==> config.mk <==
export PLATFORM = sky130hd
export DESIGN_NAME = tcc_timer_core
export DESIGN_NICKNAME = d
export VERILOG_FILES = /design/src/tcc_pkg.sv /design/src/tcc_timer_core.sv
export VERILOG_INCLUDE_DIRS = /design/src
export SDC_FILE = /design/constraint.sdc
export NUM_CORES = 1
export LEC_CHECK = 0
export BUFFER_PORTS_ARGS = -buffer_cell sky130_fd_sc_hd__buf_2
export CORE_ASPECT_RATIO = 0.7
export CORE_MARGIN = 8
export CORE_UTILIZATION = 53
export DETAILED_ROUTE_END_ITERATION = 6
export GPL_ROUTABILITY_DRIVEN = 0
export PLACE_DENSITY_LB_ADDON = 0.25
export SLEW_MARGIN = 20
export SYNTH_ARGS = -nofsm -noshare
export SYNTH_HDL_FRONTEND = slang
export SYNTH_SLANG_ARGS = --single-unit
export TNS_END_PERCENT = 5
==> constraint.sdc <==
create_clock -name sys_clk_in -period 2.5 [get_ports sys_clk_in]
set_input_delay 0.25 -clock sys_clk_in [delete_from_list [all_inputs] [get_ports sys_clk_in]]
set_output_delay 0.25 -clock sys_clk_in [all_outputs]
set_load 0.05 [all_outputs]
==> src/tcc_defines.svh <==
/*
 * register map, field positions, reset values and timing counts of the timer core.
 * assumes: included by the core and the bench.
 */
`ifndef TCC_DEFINES_SVH
`define TCC_DEFINES_SVH
`define TCC_A_CTRL 8'h00
`define TCC_A_CLR 8'h04
`define TCC_A_SET 8'h05
`define TCC_A_EVC 8'h06
`define TCC_A_DBG 8'h08
`define TCC_A_FLAG 8'h0E
`define TCC_A_STAT 8'h0F
`define TCC_A_COUNT 8'h10
`define TCC_A_PER 8'h14
`define TCC_B_SRST 0
`define TCC_B_EN 1
`define TCC_B_STBY 11
`define TCC_B_DIR 0
`define TCC_B_SINGLE 2
`define TCC_B_WEO 8
`define TCC_B_STOP 3
`define TCC_B_SLAVE 4
`define TCC_B_BUSY 7
`define TCC_PER_RST 8'hFF
`define TCC_TOP16 16'hFFFF
`define TCC_SYNC_CYC 2'h2
`endif

==> src/tcc_pkg.sv <==
/*
 * types of the timer core: width, resync policy, command, run state.
 * assumes: nothing beyond the defines header.
 */
package tcc_pkg;
    typedef enum logic [1:0] {TCC_W16 = 2'h0, TCC_W8 = 2'h1, TCC_W32 = 2'h2} tcc_width_t;
    typedef enum logic [1:0] {TCC_RS_GCLK = 2'h0, TCC_RS_PRESC = 2'h1,
                              TCC_RS_RESYNC = 2'h2} tcc_resync_t;
    typedef enum logic [1:0] {TCC_CMD_NONE = 2'h0, TCC_CMD_RETRIG = 2'h1,
                              TCC_CMD_STOP = 2'h2} tcc_cmd_t;
    typedef enum logic [1:0] {TCC_OFF, TCC_RUN, TCC_STOP} tcc_run_t;
    typedef logic [2:0] tcc_evact_t;
    localparam tcc_evact_t TCC_EVA_COUNT = 3'h2;
endpackage

==> src/tcc_timer_core.sv <==
/*
 * counting engine of one timer unit: register port, prescaler, counter,
 * wrap flag and event, stop command, pairing for 32-bit width.
 * assumes: count_tick_in is a one-cycle pulse per shared count clock edge,
 * already brought into sys_clk_in; the pair partner is wired by the top.
 */
`timescale 1ns/1ps
`include "tcc_defines.svh"
module tcc_timer_core #(
    parameter bit IS_ODD = 1'b0 // odd member of a pair
) (
    input wire logic sys_clk_in,
    input wire logic rst_in,
    input wire logic [7:0] addr_in,
    input wire logic [15:0] wr_data_in,
    input wire logic wr_en_in,
    input wire logic rd_en_in,
    output logic [15:0] rd_data_out,
    input wire logic count_tick_in,
    input wire logic event_in,
    input wire logic debug_halt_in,
    input wire logic guard_lock_in,
    input wire logic ext_debug_access_in,
    input wire logic pair_mode_in,
    input wire logic pair_carry_in,
    input wire logic pair_dir_in,
    input wire logic pair_limit_in,
    output logic pair_mode_out,
    output logic pair_carry_out,
    output logic pair_dir_out,
    output logic pair_limit_out,
    output logic wrap_event_out,
    output logic [1:0] wave_out
);
    import tcc_pkg::*;

    // control state
    logic enable_r; // running permission
    tcc_width_t width_r; // width_select
    logic [1:0] wave_kind_r; // waveform_kind_select, stored only
    logic [2:0] div_sel_r; // divider_select
    tcc_resync_t resync_r; // divider_resync_select
    logic standby_r; // run_in_standby, stored only
    logic dir_r; // 1 = down
    logic single_r; // single run
    tcc_evact_t evact_r; // event_action_field
    logic weo_r; // wrap_event_output_enable
    logic dbg_run_r; // debug_run_control
    logic wrap_flag_r; // wrap_flag
    logic [7:0] per_r; // top_limit_reg
    logic [15:0] count_r; // bus-visible count
    logic [15:0] hi_r; // slave high half, never on the bus
    tcc_run_t state_r;
    logic [9:0] presc_r; // prescaler counter
    logic presc_tog_r; // prescaler output toggle
    logic [1:0] sync_cnt_r; // write sync in flight
    logic [15:0] rd_nxt;

    // divider select to terminal count
    function automatic logic [9:0] div_limit(input logic [2:0] sel);
        logic [9:0] r;
        r = 10'h000;
        unique case (sel)
            3'h0: r = 10'h000;
            3'h1: r = 10'h001;
            3'h2: r = 10'h003;
            3'h3: r = 10'h007;
            3'h4: r = 10'h00F;
            3'h5: r = 10'h03F;
            3'h6: r = 10'h0FF;
            3'h7: r = 10'h3FF;
        endcase
        return r;
    endfunction

    // guard lock lifted under halt or debugger access
    wire guard_ok = !guard_lock_in || debug_halt_in || ext_debug_access_in;
    wire wr_ctrl = wr_en_in && addr_in == `TCC_A_CTRL && guard_ok;
    wire srst = wr_ctrl && wr_data_in[`TCC_B_SRST];
    wire wr_set = wr_en_in && addr_in == `TCC_A_SET && guard_ok;
    wire wr_clr = wr_en_in && addr_in == `TCC_A_CLR && guard_ok;
    wire wr_evc = wr_en_in && addr_in == `TCC_A_EVC && guard_ok;
    wire wr_dbg = wr_en_in && addr_in == `TCC_A_DBG && guard_ok;
    // flag, count and period stay writable under lock
    wire wr_flag = wr_en_in && addr_in == `TCC_A_FLAG;
    wire wr_cnt = wr_en_in && addr_in == `TCC_A_COUNT;
    wire wr_per = wr_en_in && addr_in == `TCC_A_PER;
    wire [1:0] cmd = wr_set ? wr_data_in[7:6] : 2'h0;
    wire cmd_stop = cmd == TCC_CMD_STOP;
    wire cmd_retrig = cmd == TCC_CMD_RETRIG;

    // slave when odd and the even partner runs 32-bit
    wire is_slave = IS_ODD && pair_mode_in;
    wire halted = debug_halt_in && !dbg_run_r;
    wire running = state_r == TCC_RUN && !halted && !is_slave;
    wire ev_mode = evact_r == TCC_EVA_COUNT;
    wire presc_hit = count_tick_in && presc_r == div_limit(div_sel_r);
    wire [15:0] top = width_r == TCC_W8 ? {8'h00, per_r} : `TCC_TOP16;
    wire at_limit = dir_r ? count_r == 16'h0000 : count_r == top;
    // at the limit, gclk resync wraps on the raw tick
    wire wrap_on_gclk = at_limit && resync_r != TCC_RS_PRESC && div_sel_r != 3'h0;
    wire tick_src = wrap_on_gclk ? count_tick_in : presc_hit;
    wire step = running && (ev_mode ? event_in : tick_src);
    wire roll = step && at_limit;
    wire ovf = roll && (width_r != TCC_W32 || pair_limit_in);

    // control register fields
    always_ff @(posedge sys_clk_in or posedge rst_in) begin
        if (rst_in) begin
            enable_r <= 1'b0;
            width_r <= TCC_W16;
            wave_kind_r <= 2'h0;
            div_sel_r <= 3'h0;
            resync_r <= TCC_RS_GCLK;
            standby_r <= 1'b0;
        end else if (srst) begin
            enable_r <= 1'b0;
            width_r <= TCC_W16;
            wave_kind_r <= 2'h0;
            div_sel_r <= 3'h0;
            resync_r <= TCC_RS_GCLK;
            standby_r <= 1'b0;
        end else if (wr_ctrl) begin
            enable_r <= wr_data_in[`TCC_B_EN];
            standby_r <= wr_data_in[`TCC_B_STBY];
            // old enable low covers the enabling write too
            if (!enable_r) begin
                width_r <= tcc_width_t'(wr_data_in[3:2]);
                wave_kind_r <= wr_data_in[6:5];
                div_sel_r <= wr_data_in[10:8];
                resync_r <= tcc_resync_t'(wr_data_in[13:12]);
            end
        end
    end

    // direction, single run, event control
    always_ff @(posedge sys_clk_in or posedge rst_in) begin
        if (rst_in) begin
            dir_r <= 1'b0;
            single_r <= 1'b0;
            evact_r <= 3'h0;
            weo_r <= 1'b0;
        end else if (srst) begin
            dir_r <= 1'b0;
            single_r <= 1'b0;
            evact_r <= 3'h0;
            weo_r <= 1'b0;
        end else begin
            // set side wins if both in one access pattern
            if (wr_clr && wr_data_in[`TCC_B_DIR]) begin
                dir_r <= 1'b0;
            end
            if (wr_set && wr_data_in[`TCC_B_DIR]) begin
                dir_r <= 1'b1;
            end
            if (wr_clr && wr_data_in[`TCC_B_SINGLE]) begin
                single_r <= 1'b0;
            end
            if (wr_set && wr_data_in[`TCC_B_SINGLE]) begin
                single_r <= 1'b1;
            end
            if (wr_evc) begin
                weo_r <= wr_data_in[`TCC_B_WEO];
                if (!enable_r) begin
                    evact_r <= wr_data_in[2:0];
                end
            end
        end
    end

    // debug control survives soft reset
    always_ff @(posedge sys_clk_in or posedge rst_in) begin
        if (rst_in) begin
            dbg_run_r <= 1'b0;
        end else if (wr_dbg) begin
            dbg_run_r <= wr_data_in[0];
        end
    end

    // run state: off, running, stopped
    always_ff @(posedge sys_clk_in or posedge rst_in) begin
        if (rst_in) begin
            state_r <= TCC_OFF;
        end else if (srst || (wr_ctrl && !wr_data_in[`TCC_B_EN])) begin
            state_r <= TCC_OFF;
        end else begin
            unique case (state_r)
                TCC_OFF: begin
                    if (wr_ctrl && wr_data_in[`TCC_B_EN]) begin
                        state_r <= TCC_RUN;
                    end
                end
                TCC_RUN: begin
                    if (cmd_stop || (ovf && single_r)) begin
                        state_r <= TCC_STOP;
                    end
                end
                TCC_STOP: begin
                    if (cmd_retrig) begin
                        state_r <= TCC_RUN;
                    end
                end
            endcase
        end
    end

    // prescaler: counts raw ticks, toggles its output at the end
    always_ff @(posedge sys_clk_in or posedge rst_in) begin
        if (rst_in) begin
            presc_r <= 10'h000;
            presc_tog_r <= 1'b0;
        end else if (srst || !running || ev_mode) begin
            presc_r <= 10'h000;
        end else if (ovf && resync_r == TCC_RS_RESYNC) begin
            presc_r <= 10'h000;
        end else if (presc_hit) begin
            presc_r <= 10'h000;
            presc_tog_r <= !presc_tog_r;
        end else if (count_tick_in) begin
            presc_r <= presc_r + 10'h001;
        end
    end

    // counter; stop and halt simply withhold the step
    always_ff @(posedge sys_clk_in or posedge rst_in) begin
        if (rst_in) begin
            count_r <= 16'h0000;
        end else if (srst) begin
            count_r <= 16'h0000;
        end else if (wr_cnt) begin
            count_r <= width_r == TCC_W8 ? {8'h00, wr_data_in[7:0]} : wr_data_in;
        end else if (roll) begin
            count_r <= dir_r ? top : 16'h0000;
        end else if (step) begin
            count_r <= dir_r ? count_r - 16'h0001 : count_r + 16'h0001;
        end
    end

    // slave high half steps on the master carry only
    always_ff @(posedge sys_clk_in or posedge rst_in) begin
        if (rst_in) begin
            hi_r <= 16'h0000;
            pair_limit_out <= 1'b0;
        end else begin
            if (!is_slave) begin
                hi_r <= 16'h0000;
            end else if (pair_carry_in) begin
                hi_r <= pair_dir_in ? hi_r - 16'h0001 : hi_r + 16'h0001;
            end
            pair_limit_out <= is_slave && (pair_dir_in ? hi_r == 16'h0000 : hi_r == `TCC_TOP16);
        end
    end

    // pair links are registered, carry lands one cycle late
    always_ff @(posedge sys_clk_in or posedge rst_in) begin
        if (rst_in) begin
            pair_mode_out <= 1'b0;
            pair_carry_out <= 1'b0;
            pair_dir_out <= 1'b0;
        end else begin
            pair_mode_out <= !IS_ODD && width_r == TCC_W32;
            pair_carry_out <= roll && width_r == TCC_W32;
            pair_dir_out <= dir_r;
        end
    end

    // wrap flag: set wins over a clearing write
    always_ff @(posedge sys_clk_in or posedge rst_in) begin
        if (rst_in) begin
            wrap_flag_r <= 1'b0;
            wrap_event_out <= 1'b0;
        end else begin
            if (ovf) begin
                wrap_flag_r <= 1'b1;
            end else if (srst || (wr_flag && wr_data_in[0])) begin
                wrap_flag_r <= 1'b0;
            end
            wrap_event_out <= ovf && weo_r;
        end
    end

    // waveform: bit 0 toggles per wrap, cleared outside the run state
    always_ff @(posedge sys_clk_in or posedge rst_in) begin
        if (rst_in) begin
            wave_out <= 2'h0;
        end else if (srst || cmd_stop || state_r != TCC_RUN) begin
            wave_out <= 2'h0;
        end else if (ovf) begin
            wave_out <= {1'b0, !wave_out[0]};
        end
    end

    // period register and write-sync busy
    always_ff @(posedge sys_clk_in or posedge rst_in) begin
        if (rst_in) begin
            per_r <= `TCC_PER_RST;
            sync_cnt_r <= 2'h0;
        end else begin
            if (srst) begin
                per_r <= `TCC_PER_RST;
            end else if (wr_per) begin
                per_r <= wr_data_in[7:0];
            end
            // busy covers the hop into the count domain
            if (wr_cnt || wr_ctrl) begin
                sync_cnt_r <= `TCC_SYNC_CYC;
            end else if (sync_cnt_r != 2'h0) begin
                sync_cnt_r <= sync_cnt_r - 2'h1;
            end
        end
    end

    // read mux; unmapped reads return zero
    always_comb begin
        rd_nxt = 16'h0000;
        unique case (addr_in)
            `TCC_A_CTRL: rd_nxt = {2'h0, resync_r, standby_r, div_sel_r, 1'b0,
                                   wave_kind_r, 1'b0, width_r, enable_r, 1'b0};
            `TCC_A_CLR, `TCC_A_SET: rd_nxt = {13'h0000, single_r, 1'b0, dir_r};
            `TCC_A_EVC: rd_nxt = {7'h00, weo_r, 5'h00, evact_r};
            `TCC_A_DBG: rd_nxt = {15'h0000, dbg_run_r};
            `TCC_A_FLAG: rd_nxt = {15'h0000, wrap_flag_r};
            `TCC_A_STAT: rd_nxt = {8'h00, sync_cnt_r != 2'h0, 2'h0, is_slave,
                                   state_r == TCC_STOP, 3'h0};
            `TCC_A_COUNT: rd_nxt = count_r;
            `TCC_A_PER: rd_nxt = width_r == TCC_W8 ? {8'h00, per_r} : 16'h0000;
            default: rd_nxt = 16'h0000;
        endcase
    end

    // read data stands the cycle after the strobe only
    always_ff @(posedge sys_clk_in or posedge rst_in) begin
        if (rst_in) begin
            rd_data_out <= 16'h0000;
        end else begin
            rd_data_out <= rd_en_in ? rd_nxt : 16'h0000;
        end
    end
endmodule

==> results.json <==
{
  "power.sequential.fraction": 0.369,
  "hold_path_class": "input port to register",
  "synthesis.area_mm2": 0.005122,
  "area_delta_synth_final_pct": 29.12,
  "remaining_drc_errors": 0,
  "drt-wirelength-per-cell_um": 19.29,
  "setup_tns_ns": -2.217,
  "final_cell_count_no_fill": 856,
  "cts_root_buffer": "clkbuf_16",
  "synth-warning-count": 0,
  "crit_type": "register to register",
  "placed_cell_area_mm2": 0.006103,
  "synth_top_area_frac": 0.3420,
  "route.met3.wl_um": 1702,
  "gr_overflow_total": 0,
  "dr_total_vias": 5391,
  "power_report.internal_total_mw": 2.818,
  "violated_checks": "setup timing",
  "worstPathArrival_ns": 2.99,
  "outcome": "finished, violations left",
  "1st_iter_drt_viols": 627,
  "clockBufferDepth": 2,
  "htreeDepth": 3,
  "hold_path_depth": 3,
  "clock_skew_ns": 0.006910,
  "leak_pwr_nw": 3.061,
  "grt_first_pass_wirelength_um": 26880,
  "seq_area_frac_synth": 0.3830,
  "timing.final.hold_violations": 0,
  "cts_num_sinks": 78,
  "slew_violations": 0,
  "port-buffer-count": 54,
  "cell_accounting_for_the_most_synthesized_area": "dfrtp_1",
  "floorplan.core_area_mm2": 0.009534,
  "drtAntennaViolNets": 0,
  "post-dp-hpwl_um": 12180,
  "grt_setup_unrepaired": "yes",
  "vdd.ir_drop.worst_uv": 564.2,
  "globalRouteTotalUtil": 0.2549,
  "grt_pass1_vias": 5211,
  "critPathCaptureType": "register",
  "floorplan.rows": 30,
  "crit_path_start_kind": "register",
  "layout.cells.most_common": "buf_4",
  "worstPathRequired_ns": 2.78,
  "fin_ws_ns": -0.2137,
  "die_y_um": 98.25,
  "finish.utilization": 0.6937,
  "timing.critical_path.fanout_max": 12,
  "setup_violations": 19,
  "post-route-period-util": 1.085,
  "holdWs_ns": 0.1504,
  "fin_area_mm2": 0.006614,
  "mostFrequentLayoutCells": "buf_4 (87), nand2_1 (77), dfrtp_1 (67)",
  "number_of_enable_type_register_cells_in_the_synthesized_netlist": 0,
  "synthCells": 597,
  "syn_avg_cell_area_um2": 8.580,
  "post_drt_via_cell_ratio": 6.298,
  "final.fill_count": 731,
  "drt-pass1-iter-count": 5,
  "antennaDiodeCount": 0,
  "cts_tree": "yes",
  "routed.top_layer": "met4",
  "max_capacitance_violation_count": 0,
  "io_pins": 60,
  "synthDistinctLibCells": 62,
  "max_slew_margin": 0.4537,
  "ys_seq_elements": 78,
  "worst_r2r_path_depth": 11,
  "clock_network_fraction_of_design_power": 0.297,
  "antenna_found_initial": 0,
  "clock_insertion_delay_worst_skew_ns": 0.35,
  "finalPower_mw": 4.329,
  "cts.clk_slew.worst_paths_ns": 0.07,
  "dpl_worst_slack_ns": -0.2729,
  "total_number_of_nets_in_the_final_design": 777,
  "post-route-min-period_ns": 2.714,
  "p_per_area_mw_per_mm2": 654.6,
  "synth-main-ff-cell": "dfrtp_1",
  "wl_met2_um": 7192,
  "async_reset_ff_frac": 1.000,
  "place.detailed.instances": 836,
  "maxClockFrequency_mhz": 368.5,
  "setup.reg_to_reg.worst_slack_ns": -0.21,
  "fp.dieW_um": 133.5,
  "drt-met1-wl_um": 7183,
  "drive_above_1_share": 0.2940,
  "tightest_slew_ns": 0.8109,
  "power_frac_comb": 0.334,
  "sw_frac_of_total": 0.3490,
  "net-switching-power_mw": 1.511,
  "postRouteWirelength_um": 16510,
  "floorplan.die_area_mm2": 0.01312,
  "synth_area_leaders": "dfrtp_1 (34%), nand2_1 (5.6%), dfstp_2 (4.1%)",
  "grt_start_max_net_pins": 43,
  "initial_utilization": 0.5373,
  "cts_made_buffers": 9
}
sequential cells by signal, summed over array words and instances (netlist names), 2 cells and up:
name / count
count_r: 16
rd_data_out: 16
presc_r: 10
per_r: 8
div_sel_r: 3
evact_r: 3
resync_r: 2
state_r: 2
sync_cnt_r: 2
wave_kind_r: 2
width_r: 2
metal layers:
metal  track usage  vias up
li1              -     2436
met1        0.3442     2575
met2        0.3844      330
met3       0.07128       50
met4       0.08426        0
met5             0        -
cells in the mapped netlist, types with 8 or more instances:
library cell / instances
a21oi_1: 37
a22o_1: 8
a22oi_1: 14
a31oi_1: 8
and3_1: 12
clkbuf_1: 25
dfrtp_1: 70
dfstp_2: 8
ha_1: 16
inv_1: 14
mux2i_1: 11
nand2_1: 77
nand2b_1: 8
nand3_1: 27
nand4_1: 14
nor2_1: 50
nor3_1: 19
o211ai_1: 17
o21ai_0: 34
or3_1: 9
xnor2_1: 10
xor2_1: 16
worst paths after layout:
check | startpoint | end
setup / recovery | count_r[4]$_DFFE_PP0P_ | count_r[9]$_DFFE_PP0P_
hold / removal | wr_data_in[4] | per_r[4]$_DFFE_PP1P_
setup reg to reg | count_r[4]$_DFFE_PP0P_ | count_r[9]$_DFFE_PP0P_
hold reg to reg | wrap_flag_r$_DFFE_PP0P_ | wrap_flag_r$_DFFE_PP0P_
max in group asynchronous | rst_in | per_r[6]$_DFFE_PP1P_
min in group asynchronous | rst_in | presc_r[8]$_DFFE_PP0P_
critical path, stage by stage (launching register included):
cell	delay (ns)
dfrtp_1	0.47
nand2b_1	0.22
nor4b_2	0.28
o32ai_1	0.14
o41a_1	0.47
nor3_2	0.14
or2_1	0.17
buf_12	0.16
buf_12	0.12
nand2_1	0.08
a21oi_1	0.22
a22o_1	0.18
timing repair:
action                                  4_1_cts  5_1_grt
buffers inserted                              3        0
gates cloned                                  0        0
pin swaps                                    26       11
hold buffers                                  1        0
resized for setup                            30        5
endpoints found under the setup margin       30       29
endpoints found under the hold margin        23        0
kinds of logic after synthesis:
family / Yosys count / synth area share
AOI/OAI and AO/OA: 166 / 0.2223
xor gates and xnor gates: 26 / 0.04445
adders and majority gates: 18 / 0.04494
buffers and inverters: 49 / 0.04445
DFF: 78 / 0.3830
muxes: 15 / 0.03029
other: 1 / 0.0007321
and+or+nand+nor: 244 / 0.2299
power groups by stage:
| stage | Sequential, mW | Combinational (mW) | Clock, mW |
|---|---|---|---|
| after floorplan | 1.57 | 0.771 | 0 |
| final | 1.60 | 1.44 | 1.29 |
| after CTS | 1.59 | 1.41 | 1.30 |
| after global placement | 1.59 | 1.28 | 0 |
| after detailed placement | 1.60 | 1.33 | 0 |
| after global routing | 1.61 | 1.57 | 1.35 |
cell type report:
| class | count | area (µm²) | share of cell area |
|---|---|---|---|
| clock buffers | 9 | 225.2 | 0.03405 |
| multi-input cells | 471 | 3107 | 0.4697 |
| flip-flops and latches | 78 | 1966 | 0.2972 |
| inverters | 14 | 53.80 | 0.008135 |
| repair buffers | 149 | 1039 | 0.1570 |
| clock inverters | 7 | 63.81 | 0.009648 |
| well taps | 128 | 160.2 | 0.02421 |
No activity file was read; power rests on OpenSTA's default activity.
